## src/hsf_pkg.sv

```systemverilog
// hoist supervisory functions: shared constants and types
// assumes 100 mhz core clock, torque in 0.01 percent units
package hsf_pkg;
    localparam int HSF_CLK_MHZ = 100;
    localparam int HSF_CLK_HZ = 100000000;
    // register offsets
    localparam logic [7:0] HSF_OFS_CTRL = 8'h00;
    localparam logic [7:0] HSF_OFS_THRESH = 8'h04;
    localparam logic [7:0] HSF_OFS_QTIME = 8'h08;
    localparam logic [7:0] HSF_OFS_OSEL0 = 8'h0c;
    localparam logic [7:0] HSF_OFS_ISEL0 = 8'h20;
    localparam logic [7:0] HSF_OFS_EXTCFG = 8'h30;
    localparam logic [7:0] HSF_OFS_STATUS = 8'h34;
    localparam logic [7:0] HSF_OFS_IRQ = 8'h38;
    localparam logic [7:0] HSF_OFS_MASK = 8'h3c;
    localparam int HSF_NUM_OSEL = 5;
    localparam int HSF_NUM_ISEL = 4;
    // reset values and threshold clamp
    localparam logic [15:0] HSF_THRESH_RST = 16'h2710;
    localparam logic [15:0] HSF_THRESH_MAX = 16'h7530;
    localparam logic [7:0] HSF_QTIME_RST = 8'h00;
    localparam logic [7:0] HSF_OSEL_RST [HSF_NUM_OSEL] = '{8'h3f, 8'h47, 8'h60, 8'hbd, 8'h3f};
    localparam logic [7:0] HSF_ISEL_RST = 8'h03;
    localparam logic [15:0] HSF_EXTCFG_RST = 16'h711a;
    localparam logic [2:0] HSF_IRQ_RST = 3'h0;
    // function codes
    localparam logic [7:0] HSF_OCODE_SLACK = 8'h36;
    localparam logic [7:0] HSF_OCODE_FWD = 8'h12;
    localparam logic [7:0] HSF_OCODE_REV = 8'h13;
    localparam logic [7:0] HSF_ICODE_UL_SLOW = 8'h0a;
    localparam logic [7:0] HSF_ICODE_UL_STOP = 8'h0b;
    localparam logic [15:0] HSF_EXT_UL_SLOW = 16'h7111;
    localparam logic [15:0] HSF_EXT_UL_STOP = 16'h7112;
    // qualify time step is 10 ms
    localparam int HSF_QSTEP_MS = 10;
    localparam int HSF_QSTEP_CYC = HSF_QSTEP_MS * (HSF_CLK_HZ / 1000);
    // irq bit positions; status has slack at bit 0, ul_slow at bit 2, ul_stop at bit 3
    localparam int HSF_BIT_SLACK = 0;
    localparam int HSF_BIT_UL_SLOW = 1;
    localparam int HSF_BIT_UL_STOP = 2;
    typedef enum logic [1:0] {HSF_RUN_NORMAL, HSF_RUN_SLOW, HSF_RUN_STOP} hsf_mode_type;
endpackage : hsf_pkg

```

## src/hsf_top.sv

```systemverilog
// hoist supervisory functions: slack cable, direction, upper limits
// assumes plain register port, limit contacts asynchronous, torque/speed on core clock
// Functional notes
// - slack flag is set while torque is below the programmed threshold.
// - slack flag requires the condition to persist for the qualify time.
// - five output selectors hold 8-bit codes; code 36 routes slack.
// - an output with code 12 is high while speed feedback is positive.
// - an output with code 13 is high while speed feedback is negative.
// - direction outputs depend only on the feedback sign, not run command.
// - slow-down upper limit enabled by input code 0a or extension config 7111.
// - slow-down limit decelerates to low speed with primary decel and blocks up.
// - stop upper limit enabled by input code 0b or extension config 7112.
// - stop limit halts with primary decel and blocks upward motion.
// - limit contacts are normally closed; an open contact means limit reached.
//
// Our own choices: the register offsets and strobed register access.
`timescale 1ns/1ps
module hsf_top
    import hsf_pkg::*;
(
    // clock and reset
    input wire logic core_clk_in,
    input wire logic rst_in,
    // register port
    input wire logic [7:0] reg_addr_in,
    input wire logic [31:0] reg_wdata_in,
    input wire logic reg_wr_in,
    input wire logic reg_rd_in,
    output logic [31:0] reg_rdata_out,
    // drive estimates
    input wire logic signed [15:0] torque_monitor_value_in,
    input wire logic signed [15:0] speed_feedback_in,
    input wire logic run_up_cmd_in,
    input wire logic run_down_cmd_in,
    // terminals
    input wire logic [hsf_pkg::HSF_NUM_ISEL-1:0] input_terminal_in,
    input wire logic extension_terminal_one_in,
    input wire logic extension_terminal_two_in,
    output logic [hsf_pkg::HSF_NUM_OSEL-1:0] optocoupler_output_out,
    // motion control
    output logic up_allowed_out,
    output logic down_allowed_out,
    output logic use_low_speed_reference_out,
    output logic stop_with_primary_decel_out,
    output logic slow_with_primary_decel_out,
    output logic irq_out
);
    import hsf_pkg::*;

    logic [15:0] thresh_r, thresh_nxt;
    logic [7:0] qtime_r, qtime_nxt;
    logic [7:0] osel_r [HSF_NUM_OSEL];
    logic [7:0] osel_nxt [HSF_NUM_OSEL];
    logic [7:0] isel_r [HSF_NUM_ISEL];
    logic [7:0] isel_nxt [HSF_NUM_ISEL];
    logic [15:0] extcfg_r, extcfg_nxt;
    logic [2:0] irq_r, irq_nxt;
    logic [2:0] mask_r, mask_nxt;
    logic [31:0] rdata_r, rdata_nxt;
    logic [HSF_NUM_ISEL+1:0] sync1_r, sync2_r;
    logic [31:0] qdiv_r, qdiv_nxt;
    logic [7:0] qcnt_r, qcnt_nxt;
    logic slack_r, slack_nxt;
    logic [HSF_NUM_OSEL-1:0] out_r, out_nxt;
    logic ul_slow_prev_r, ul_stop_prev_r;
    hsf_mode_type mode_r, mode_nxt;
    logic below, ul_slow, ul_stop;
    logic [2:0] events;

    // register writes and irq bookkeeping
    always_comb begin
        thresh_nxt = thresh_r;
        qtime_nxt = qtime_r;
        extcfg_nxt = extcfg_r;
        mask_nxt = mask_r;
        rdata_nxt = 32'h0;
        irq_nxt = irq_r;
        for (int i = 0; i < HSF_NUM_OSEL; i++) begin
            osel_nxt[i] = osel_r[i];
        end
        for (int i = 0; i < HSF_NUM_ISEL; i++) begin
            isel_nxt[i] = isel_r[i];
        end
        if (reg_wr_in) begin
            if (reg_addr_in == HSF_OFS_THRESH) begin
                thresh_nxt = (reg_wdata_in[15:0] > HSF_THRESH_MAX) ? HSF_THRESH_MAX
                                                                  : reg_wdata_in[15:0];
            end
            if (reg_addr_in == HSF_OFS_QTIME) begin
                qtime_nxt = reg_wdata_in[7:0];
            end
            if (reg_addr_in == HSF_OFS_EXTCFG) begin
                extcfg_nxt = reg_wdata_in[15:0];
            end
            if (reg_addr_in == HSF_OFS_MASK) begin
                mask_nxt = reg_wdata_in[2:0];
            end
            for (int i = 0; i < HSF_NUM_OSEL; i++) begin
                if (reg_addr_in == HSF_OFS_OSEL0 + 8'(4 * i)) begin
                    osel_nxt[i] = reg_wdata_in[7:0];
                end
            end
            for (int i = 0; i < HSF_NUM_ISEL; i++) begin
                if (reg_addr_in == HSF_OFS_ISEL0 + 8'(4 * i)) begin
                    isel_nxt[i] = reg_wdata_in[7:0];
                end
            end
        end
        if (reg_rd_in) begin
            unique case (reg_addr_in)
                HSF_OFS_CTRL: rdata_nxt = {28'h0, up_allowed_out, down_allowed_out,
                                           mode_r};
                HSF_OFS_THRESH: rdata_nxt = {16'h0, thresh_r};
                HSF_OFS_QTIME: rdata_nxt = {24'h0, qtime_r};
                HSF_OFS_EXTCFG: rdata_nxt = {16'h0, extcfg_r};
                HSF_OFS_STATUS: rdata_nxt = {26'h0, out_r[0], slack_r, ul_stop, ul_slow,
                                             speed_feedback_in[15], slack_r};
                HSF_OFS_IRQ: rdata_nxt = {29'h0, irq_r};
                HSF_OFS_MASK: rdata_nxt = {29'h0, mask_r};
                default: begin
                    rdata_nxt = 32'h0;
                    for (int i = 0; i < HSF_NUM_OSEL; i++) begin
                        if (reg_addr_in == HSF_OFS_OSEL0 + 8'(4 * i)) begin
                            rdata_nxt = {24'h0, osel_r[i]};
                        end
                    end
                    for (int i = 0; i < HSF_NUM_ISEL; i++) begin
                        if (reg_addr_in == HSF_OFS_ISEL0 + 8'(4 * i)) begin
                            rdata_nxt = {24'h0, isel_r[i]};
                        end
                    end
                end
            endcase
            if (reg_addr_in == HSF_OFS_IRQ) begin
                irq_nxt = 3'h0;
            end
        end
        // set wins over read clear
        irq_nxt = irq_nxt | events;
    end

    always_ff @(posedge core_clk_in) begin
        if (rst_in) begin
            thresh_r <= HSF_THRESH_RST;
            qtime_r <= HSF_QTIME_RST;
            extcfg_r <= HSF_EXTCFG_RST;
            mask_r <= 3'h0;
            rdata_r <= 32'h0;
            irq_r <= HSF_IRQ_RST;
            for (int i = 0; i < HSF_NUM_OSEL; i++) begin
                osel_r[i] <= HSF_OSEL_RST[i];
            end
            for (int i = 0; i < HSF_NUM_ISEL; i++) begin
                isel_r[i] <= HSF_ISEL_RST;
            end
        end else begin
            thresh_r <= thresh_nxt;
            qtime_r <= qtime_nxt;
            extcfg_r <= extcfg_nxt;
            mask_r <= mask_nxt;
            rdata_r <= rdata_nxt;
            irq_r <= irq_nxt;
            osel_r <= osel_nxt;
            isel_r <= isel_nxt;
        end
    end

    // contact synchronisers
    always_ff @(posedge core_clk_in) begin
        if (rst_in) begin
            sync1_r <= '1;
            sync2_r <= '1;
        end else begin
            sync1_r <= {extension_terminal_two_in, extension_terminal_one_in,
                        input_terminal_in};
            sync2_r <= sync1_r;
        end
    end

    // limit decode from selectors and extension config
    always_comb begin
        ul_slow = 1'b0;
        ul_stop = 1'b0;
        for (int i = 0; i < HSF_NUM_ISEL; i++) begin
            if (isel_r[i] == HSF_ICODE_UL_SLOW && !sync2_r[i]) begin
                ul_slow = 1'b1;
            end
            if (isel_r[i] == HSF_ICODE_UL_STOP && !sync2_r[i]) begin
                ul_stop = 1'b1;
            end
        end
        if (extcfg_r == HSF_EXT_UL_SLOW && !sync2_r[HSF_NUM_ISEL]) begin
            ul_slow = 1'b1;
        end
        if (extcfg_r == HSF_EXT_UL_STOP && !sync2_r[HSF_NUM_ISEL+1]) begin
            ul_stop = 1'b1;
        end
    end

    // slack detect and qualify timer
    always_comb begin
        below = (torque_monitor_value_in < $signed({1'b0, thresh_r[14:0]}));
        qdiv_nxt = qdiv_r;
        qcnt_nxt = qcnt_r;
        slack_nxt = 1'b0;
        if (!below) begin
            qdiv_nxt = 32'h0;
            qcnt_nxt = 8'h0;
        end else if (qcnt_r >= qtime_r) begin
            slack_nxt = 1'b1;
        end else if (qdiv_r == 32'(HSF_QSTEP_CYC - 1)) begin
            qdiv_nxt = 32'h0;
            qcnt_nxt = qcnt_r + 8'h1;
        end else begin
            qdiv_nxt = qdiv_r + 32'h1;
        end
    end

    // output routing
    always_comb begin
        for (int i = 0; i < HSF_NUM_OSEL; i++) begin
            unique case (osel_r[i])
                HSF_OCODE_SLACK: out_nxt[i] = slack_nxt;
                HSF_OCODE_FWD: out_nxt[i] = !speed_feedback_in[15] && |speed_feedback_in;
                HSF_OCODE_REV: out_nxt[i] = speed_feedback_in[15];
                default: out_nxt[i] = 1'b0;
            endcase
        end
    end

    // limit motion mode
    always_comb begin
        mode_nxt = HSF_RUN_NORMAL;
        if (ul_stop) begin
            mode_nxt = HSF_RUN_STOP;
        end else if (ul_slow) begin
            mode_nxt = HSF_RUN_SLOW;
        end
        events = {ul_stop && !ul_stop_prev_r, ul_slow && !ul_slow_prev_r,
                  slack_nxt && !slack_r};
    end

    always_ff @(posedge core_clk_in) begin
        if (rst_in) begin
            qdiv_r <= 32'h0;
            qcnt_r <= 8'h0;
            slack_r <= 1'b0;
            out_r <= '0;
            mode_r <= HSF_RUN_NORMAL;
            ul_slow_prev_r <= 1'b0;
            ul_stop_prev_r <= 1'b0;
        end else begin
            qdiv_r <= qdiv_nxt;
            qcnt_r <= qcnt_nxt;
            slack_r <= slack_nxt;
            out_r <= out_nxt;
            mode_r <= mode_nxt;
            ul_slow_prev_r <= ul_slow;
            ul_stop_prev_r <= ul_stop;
        end
    end

    assign reg_rdata_out = rdata_r;
    assign optocoupler_output_out = out_r;
    assign up_allowed_out = (mode_r == HSF_RUN_NORMAL) && run_up_cmd_in;
    assign down_allowed_out = run_down_cmd_in;
    assign use_low_speed_reference_out = (mode_r == HSF_RUN_SLOW);
    assign slow_with_primary_decel_out = (mode_r == HSF_RUN_SLOW);
    assign stop_with_primary_decel_out = (mode_r == HSF_RUN_STOP);
    assign irq_out = |(irq_r & mask_r);
endmodule : hsf_top

```

## config.mk

```make
export PLATFORM = sky130hd
export DESIGN_NAME = hsf_top
export DESIGN_NICKNAME = d
export VERILOG_FILES = /design/src/hsf_pkg.sv /design/src/hsf_top.sv
export SDC_FILE = /design/constraint.sdc
export NUM_CORES = 1
export LEC_CHECK = 0
export BUFFER_PORTS_ARGS = -buffer_cell sky130_fd_sc_hd__buf_2
export CAP_MARGIN = 20
export CORE_ASPECT_RATIO = 1.5
export CORE_MARGIN = 8
export CORE_UTILIZATION = 35
export DETAILED_ROUTE_END_ITERATION = 6
export GPL_ROUTABILITY_DRIVEN = 0
export GPL_TIMING_DRIVEN = 0
export PLACE_DENSITY = 0.56
export SYNTH_ARGS = -nofsm -noshare
export SYNTH_HDL_FRONTEND = slang
export SYNTH_SLANG_ARGS = --single-unit
```

## constraint.sdc

```tcl
create_clock -name core_clk_in -period 4.5 [get_ports core_clk_in]
set_input_delay 0.45 -clock core_clk_in [delete_from_list [all_inputs] [get_ports core_clk_in]]
set_output_delay 0.45 -clock core_clk_in [all_outputs]
set_load 0.01 [all_outputs]
```

# --- Word level (Yosys, flattened, before mapping) ---
# Cells that the tools add are included.
# W data, S select, Z words.
word_totals:
  regBits: 212
  input_bits: 84
  output_inout_bits: 43
  elab_cells: 157
classes:
  addsub: 2
  order_cmp: 3
  eq_ne: 43
  muxes: 33
  bitwise: 5
  reduce_logical: 46
ops:
  columns: ["operator", "n"]
  rows:
  - ["$mux W32", 9]
  - ["$pmux W32 S7", 1]
  - ["$eq A8 B5 Y1 const B", 14]
  - ["$eq A8 B6 Y1 const B", 13]
  - ["$eq A8 B4 Y1 const B", 10]
  - ["$add A32 B1 Y32 const B", 1]
  - ["$eq A16 B15 Y1 const B", 2]
  - ["$eq A32 B20 Y1 const B", 1]
  - ["$reduce_and A2 Y1", 14]
  - ["$gt A16 B15 Y1 const B", 1]
  - ["$lt A16 B16 Y1", 1]
  - ["$mux W16", 1]
  - ["$reduce_or A16 Y1", 1]
  - ["$logic_and A1 B1 Y1", 15]
  - ["$pmux W1 S3", 5]
  - ["$mux W1", 13]
  - ["$logic_not A1 Y1", 10]
  - ["$add A8 B1 Y8 const B", 1]
  - ["$eq A8 B3 Y1 const B", 1]
  - ["$ge A8 B8 Y1", 1]
  - ["$logic_not A8 Y1", 1]
  - ["$mux W8", 1]
  - ["$mux W3", 2]
  - ["$reduce_or A2 Y1", 3]
  - ["other kinds (8)", 10]

# --- Longest topological paths before layout ---
logic_depth:
  ltp_word: 11
  ltp_mapped: 11

# --- Least setup slack after synthesis ---
# No wires, ideal clock.
synth_path:
  path_type: "register to register"
  startpoint: "register qcnt_r[0]"
  endpoint: "register qcnt_r[3]"
  setup_ns: 0.070
  arrival_time_ns: 2.247
  setup_slack_ns: 2.182
  path_stages_with_launch: 9
  path_buffers: 0
  path_cell_list: "dfxtp_1 inv_1 ha_1 nand2b_4 a2111oi_4 o211ai_2 and2_4 or4_1 a21oi_1"
synth_via:
  elab_chain_len: 3
  word_cells_on_any_way: 4
  cone_classes: "1 x add/sub; 1 x order compare; 1 x bitwise; 1 x reduce/logical"
synth_lines:
  columns: ["element", "line", "rtl"]
  rows:
  - ["start, declared", "hsf_top.sv:62", "logic [7:0] qcnt_r, qcnt_nxt;"]
  - ["start signal, assigned", "hsf_top.sv:254", "qcnt_r <= qcnt_nxt;"]
  - ["$ge A8 B8 Y1", "hsf_top.sv:209", "end else if (qcnt_r >= qtime_r) begin"]
  - ["$not A1 Y1 (no line)", null, null]
  - ["$reduce_and A2 Y1 (no line)", null, null]
# Several ways; a longest one is shown, not always the timed one.
# A chain may end at the register's enable or synchronous reset.

# --- Worst setup path in the final report ---
layout_path:
  startpoint: "register thresh_r[13]"
  endpoint: "register qdiv_r[4]"
layout_via:
  elab_chain_len: 3
layout_lines:
  columns: ["element", "line", "rtl"]
  rows:
  - ["start, declared", "hsf_top.sv:50", "logic [15:0] thresh_r, thresh_nxt;"]
  - ["start signal, assigned", "hsf_top.sv:157", "thresh_r <= thresh_nxt;"]
  - ["$lt A16 B16 Y1", "hsf_top.sv:202", "below = (torque_monitor_value_in < $signed({1'b0, thresh_r[14:0]}));"]
  - ["$not A1 Y1 (no line)", null, null]
  - ["$reduce_or A2 Y1 (no line)", null, null]
  - ["end signal, assigned", "hsf_top.sv:253", "qdiv_r <= qdiv_nxt;"]
  - ["end, declared", "hsf_top.sv:61", "logic [31:0] qdiv_r, qdiv_nxt;"]
# Every way passes these cells.

==> flow_summary_export.csv <==
group,metric,value,unit
run_status,status,"finished clean",
placement,dp_hpwl,25.5,mm
logic_synthesis,synthTopCellsByArea,"dfxtp_1 40%, mux2i_1 6.2%, nand2_1 6.1%",
timing,skew,0.0143,ns
route,wl,33.8,mm
job,maxCapViolCount,0,
logic_synthesis,ys.flop_type,"dfxtp_1",
route,via_per_inst,5.62,
logic_synthesis,ys_types,84,
global_routing,overflow,0,
finish,area_growth,16.7,%
worst_setup_path,path_class,"reg2reg",
timing,maxSlewViolCount,0,
floorplanning,core,27700,sq um
route,first_iter_violations,822,
clock_tree,clock_latency,0.45,ns
placement,io_buffers,90,
worst_hold_path,worstHoldPathType,"in2reg",
floorplanning,initial_core_util,0.351,
logic_synthesis,synthCells,1153,
logic_synthesis,synth_warnings,0,
route,ant_nets,0,
logic_synthesis,synth-seq-cells,195,
logic_synthesis,ys_async_sr_fraction,0,
global_routing,grt_pass1_wl,51.4,mm
clock_tree,cts-root-buf,"clkbuf_16",
timing,fmax,0.368,GHz
logic_synthesis,yosysMostFrequentCell,"dfxtp_1",
timing,grt_setup_unrepaired,"false",
logic_synthesis,synth_top_area_frac,0.401,
clock_tree,ctsResizeCount,0,
global_routing,grt_max_degree,20,
logic_synthesis,synth_edf_count,0,
route,dr.pass1.iters,6,
floorplanning,io_pins,127,
finish,fin_nets,1388,
floorplanning,num_rows,75,
finish,drive_above_1_share,0.160,
power,p_leak,4.62,nW
clock_tree,cts_tree,"built",
timing,hold_viol,0,
finish,n_antenna_cell,0,
worst_setup_path,worst-endpoint-required,4.81,ns
clock_tree,post-cts-setup-buffers,0,
floorplanning,die-area,33500,sq um
global_routing,grt_pass1_vias,8925,
timing,setup_viol,0,
logic_synthesis,synth_top_cell_by_area,"dfxtp_1",
clock_tree,clock_path_buffers,2,
logic_synthesis,seq_area_frac_synth,0.401,
floorplanning,die-height,220,microns
timing,worst_slew_pin_slew,0.940,ns
clock_tree,clock-sinks,195,
clock_tree,htreeDepth,4,
timing,slew_headroom,0.373,
floorplanning,die_w,152,microns
worst_setup_path,path_max_fanout,10,
placement,dp_cells,1607,
logic_synthesis,syn_area,9730,sq um
global_routing,grt_usage,0.198,
power,p_per_area,327,nW/um^2
logic_synthesis,netlist_top_cells_count,"195 x dfxtp_1, 158 x nand2_1, 112 x nor2_1",
timing,min_period,2.72,ns
route,vias,9215,
power,ir_drop,0.000279,V
clock_tree,path_clk_slew,0.08,ns
worst_setup_path,end_kind,"flop",
clock_tree,numCtsBuffers,17,
timing,fin_tns_setup,0,ns
worst_setup_path,crit_arrival,3.03,ns
logic_synthesis,synth_area_per_cell,8.44,sq um
worst_setup_path,startpoint_type,"flop",
finish,n_fill_cell,2843,
timing,final.period_utilization,0.604,
clock_tree,hold_buffers,0,
route,post_drt_wl_per_cell,20.6,microns
global_routing,antenna_found_initial,0,
route,drc,0,
finish,instances_no_fill,1639,
## per-layer routing
layer / part of all wire / global-route usage
met3: 0.062 / 0.0440
met2: 0.49 / 0.343
met4: 0.056 / 0.128
met5: 0 / 0
met1: 0.39 / 0.217
## critical path: stages, from the launching register on
cell	delay, ns
dfxtp_1	0.40
inv_1	0.06
ha_1	0.28
o21ai_0	0.08
a211oi_1	0.35
nand2_1	0.12
o211ai_1	0.29
clkbuf_1	0.46
clkbuf_1	0.43
nor2_1	0.10
## state kept, by name (all words and copies together), names as in the netlist
register / cells
qtime_r: 8
ul_slow_prev_r: 1
mask_r: 3
thresh_r: 16
osel_r: 40
isel_r: 32
mode_r: 1
qdiv_r: 32
ul_stop_prev_r: 1
extcfg_r: 16
optocoupler_output_out: 5
qcnt_r: 8
irq_r: 3
slack_r: 1
reg_rdata_out: 16
sync1_r: 6
sync2_r: 6
## metrics by stage
step	area, sq um	util	hold WS [ns]	setup slack, ns	total power [mW]
after global placement	10700	0.385	0.391	1.42	2.02
after CTS	11400	0.410	0.168	1.66	3.73
after detailed placement	10700	0.386	0.392	1.57	2.02
after global routing	11400	0.410	0.166	1.46	3.83
after floorplan	9780	-	0.389	2.18	1.91
final	11400	0.410	0.183	1.78	3.72
## logic make-up (layout without fill, tap and decap cells)
family          count (synthesis)  in the layout  synth area share
simple gates                  478            478             0.246
compound gates                235            235             0.168
flops                         195            195             0.401
xor+xnor                       31             31            0.0279
mux                            64             64            0.0675
fa+ha+maj                      24             24            0.0309
buf+inv                       125            250            0.0587
other cells                     1             16          0.000386
## final timing paths
check / cells after the start / startpoint / endpoint / slack (ns)
worst max-delay path: 9 / thresh_r[13] / qdiv_r[4] / 1.78
worst min-delay path: 2 / input_terminal_in[2] / sync1_r[2] / 0.18
worst max register to register: 9 / thresh_r[13] / qdiv_r[4] / 1.78
worst min register to register: 1 / sync1_r[5] / sync2_r[5] / 0.41
## layout by cell type, fill, tap and decap left out, types with 21 or more instances in the layout
master,synthesis,routed
ha_1,24,24
dfxtp_1,195,195
nand2_1,158,158
mux2i_1,60,60
buf_2,12,103
nand3_1,64,64
a22oi_1,25,25
o21ai_0,46,46
a21oi_1,63,63
inv_1,39,39
xnor2_1,31,31
nor2_1,112,112
buf_4,19,21
clkbuf_1,49,49
## power by group
group,switching [mW],internal (mW),total (mW)
registers,0.00549,1.73,1.74
clock network,0.763,0.962,1.73
logic,0.173,0.0787,0.252
total,0.942,2.77,3.72
## cell type report
| cell class | count | area, sq um | area share |
|---|---|---|---|
| Buffer | 85 | 420 | 0.0370 |
| Clock buffer | 17 | 425 | 0.0375 |
| Clock inverter | 15 | 240 | 0.0212 |
| Inverter | 40 | 150 | 0.0132 |
| Multi-Input combinational cell | 848 | 5310 | 0.468 |
| Sequential cell | 195 | 3900 | 0.344 |
| Tap cell | 346 | 433 | 0.0381 |
| Timing Repair Buffer | 93 | 470 | 0.0414 |
Note: power is estimated with default switching activity, not from simulation.
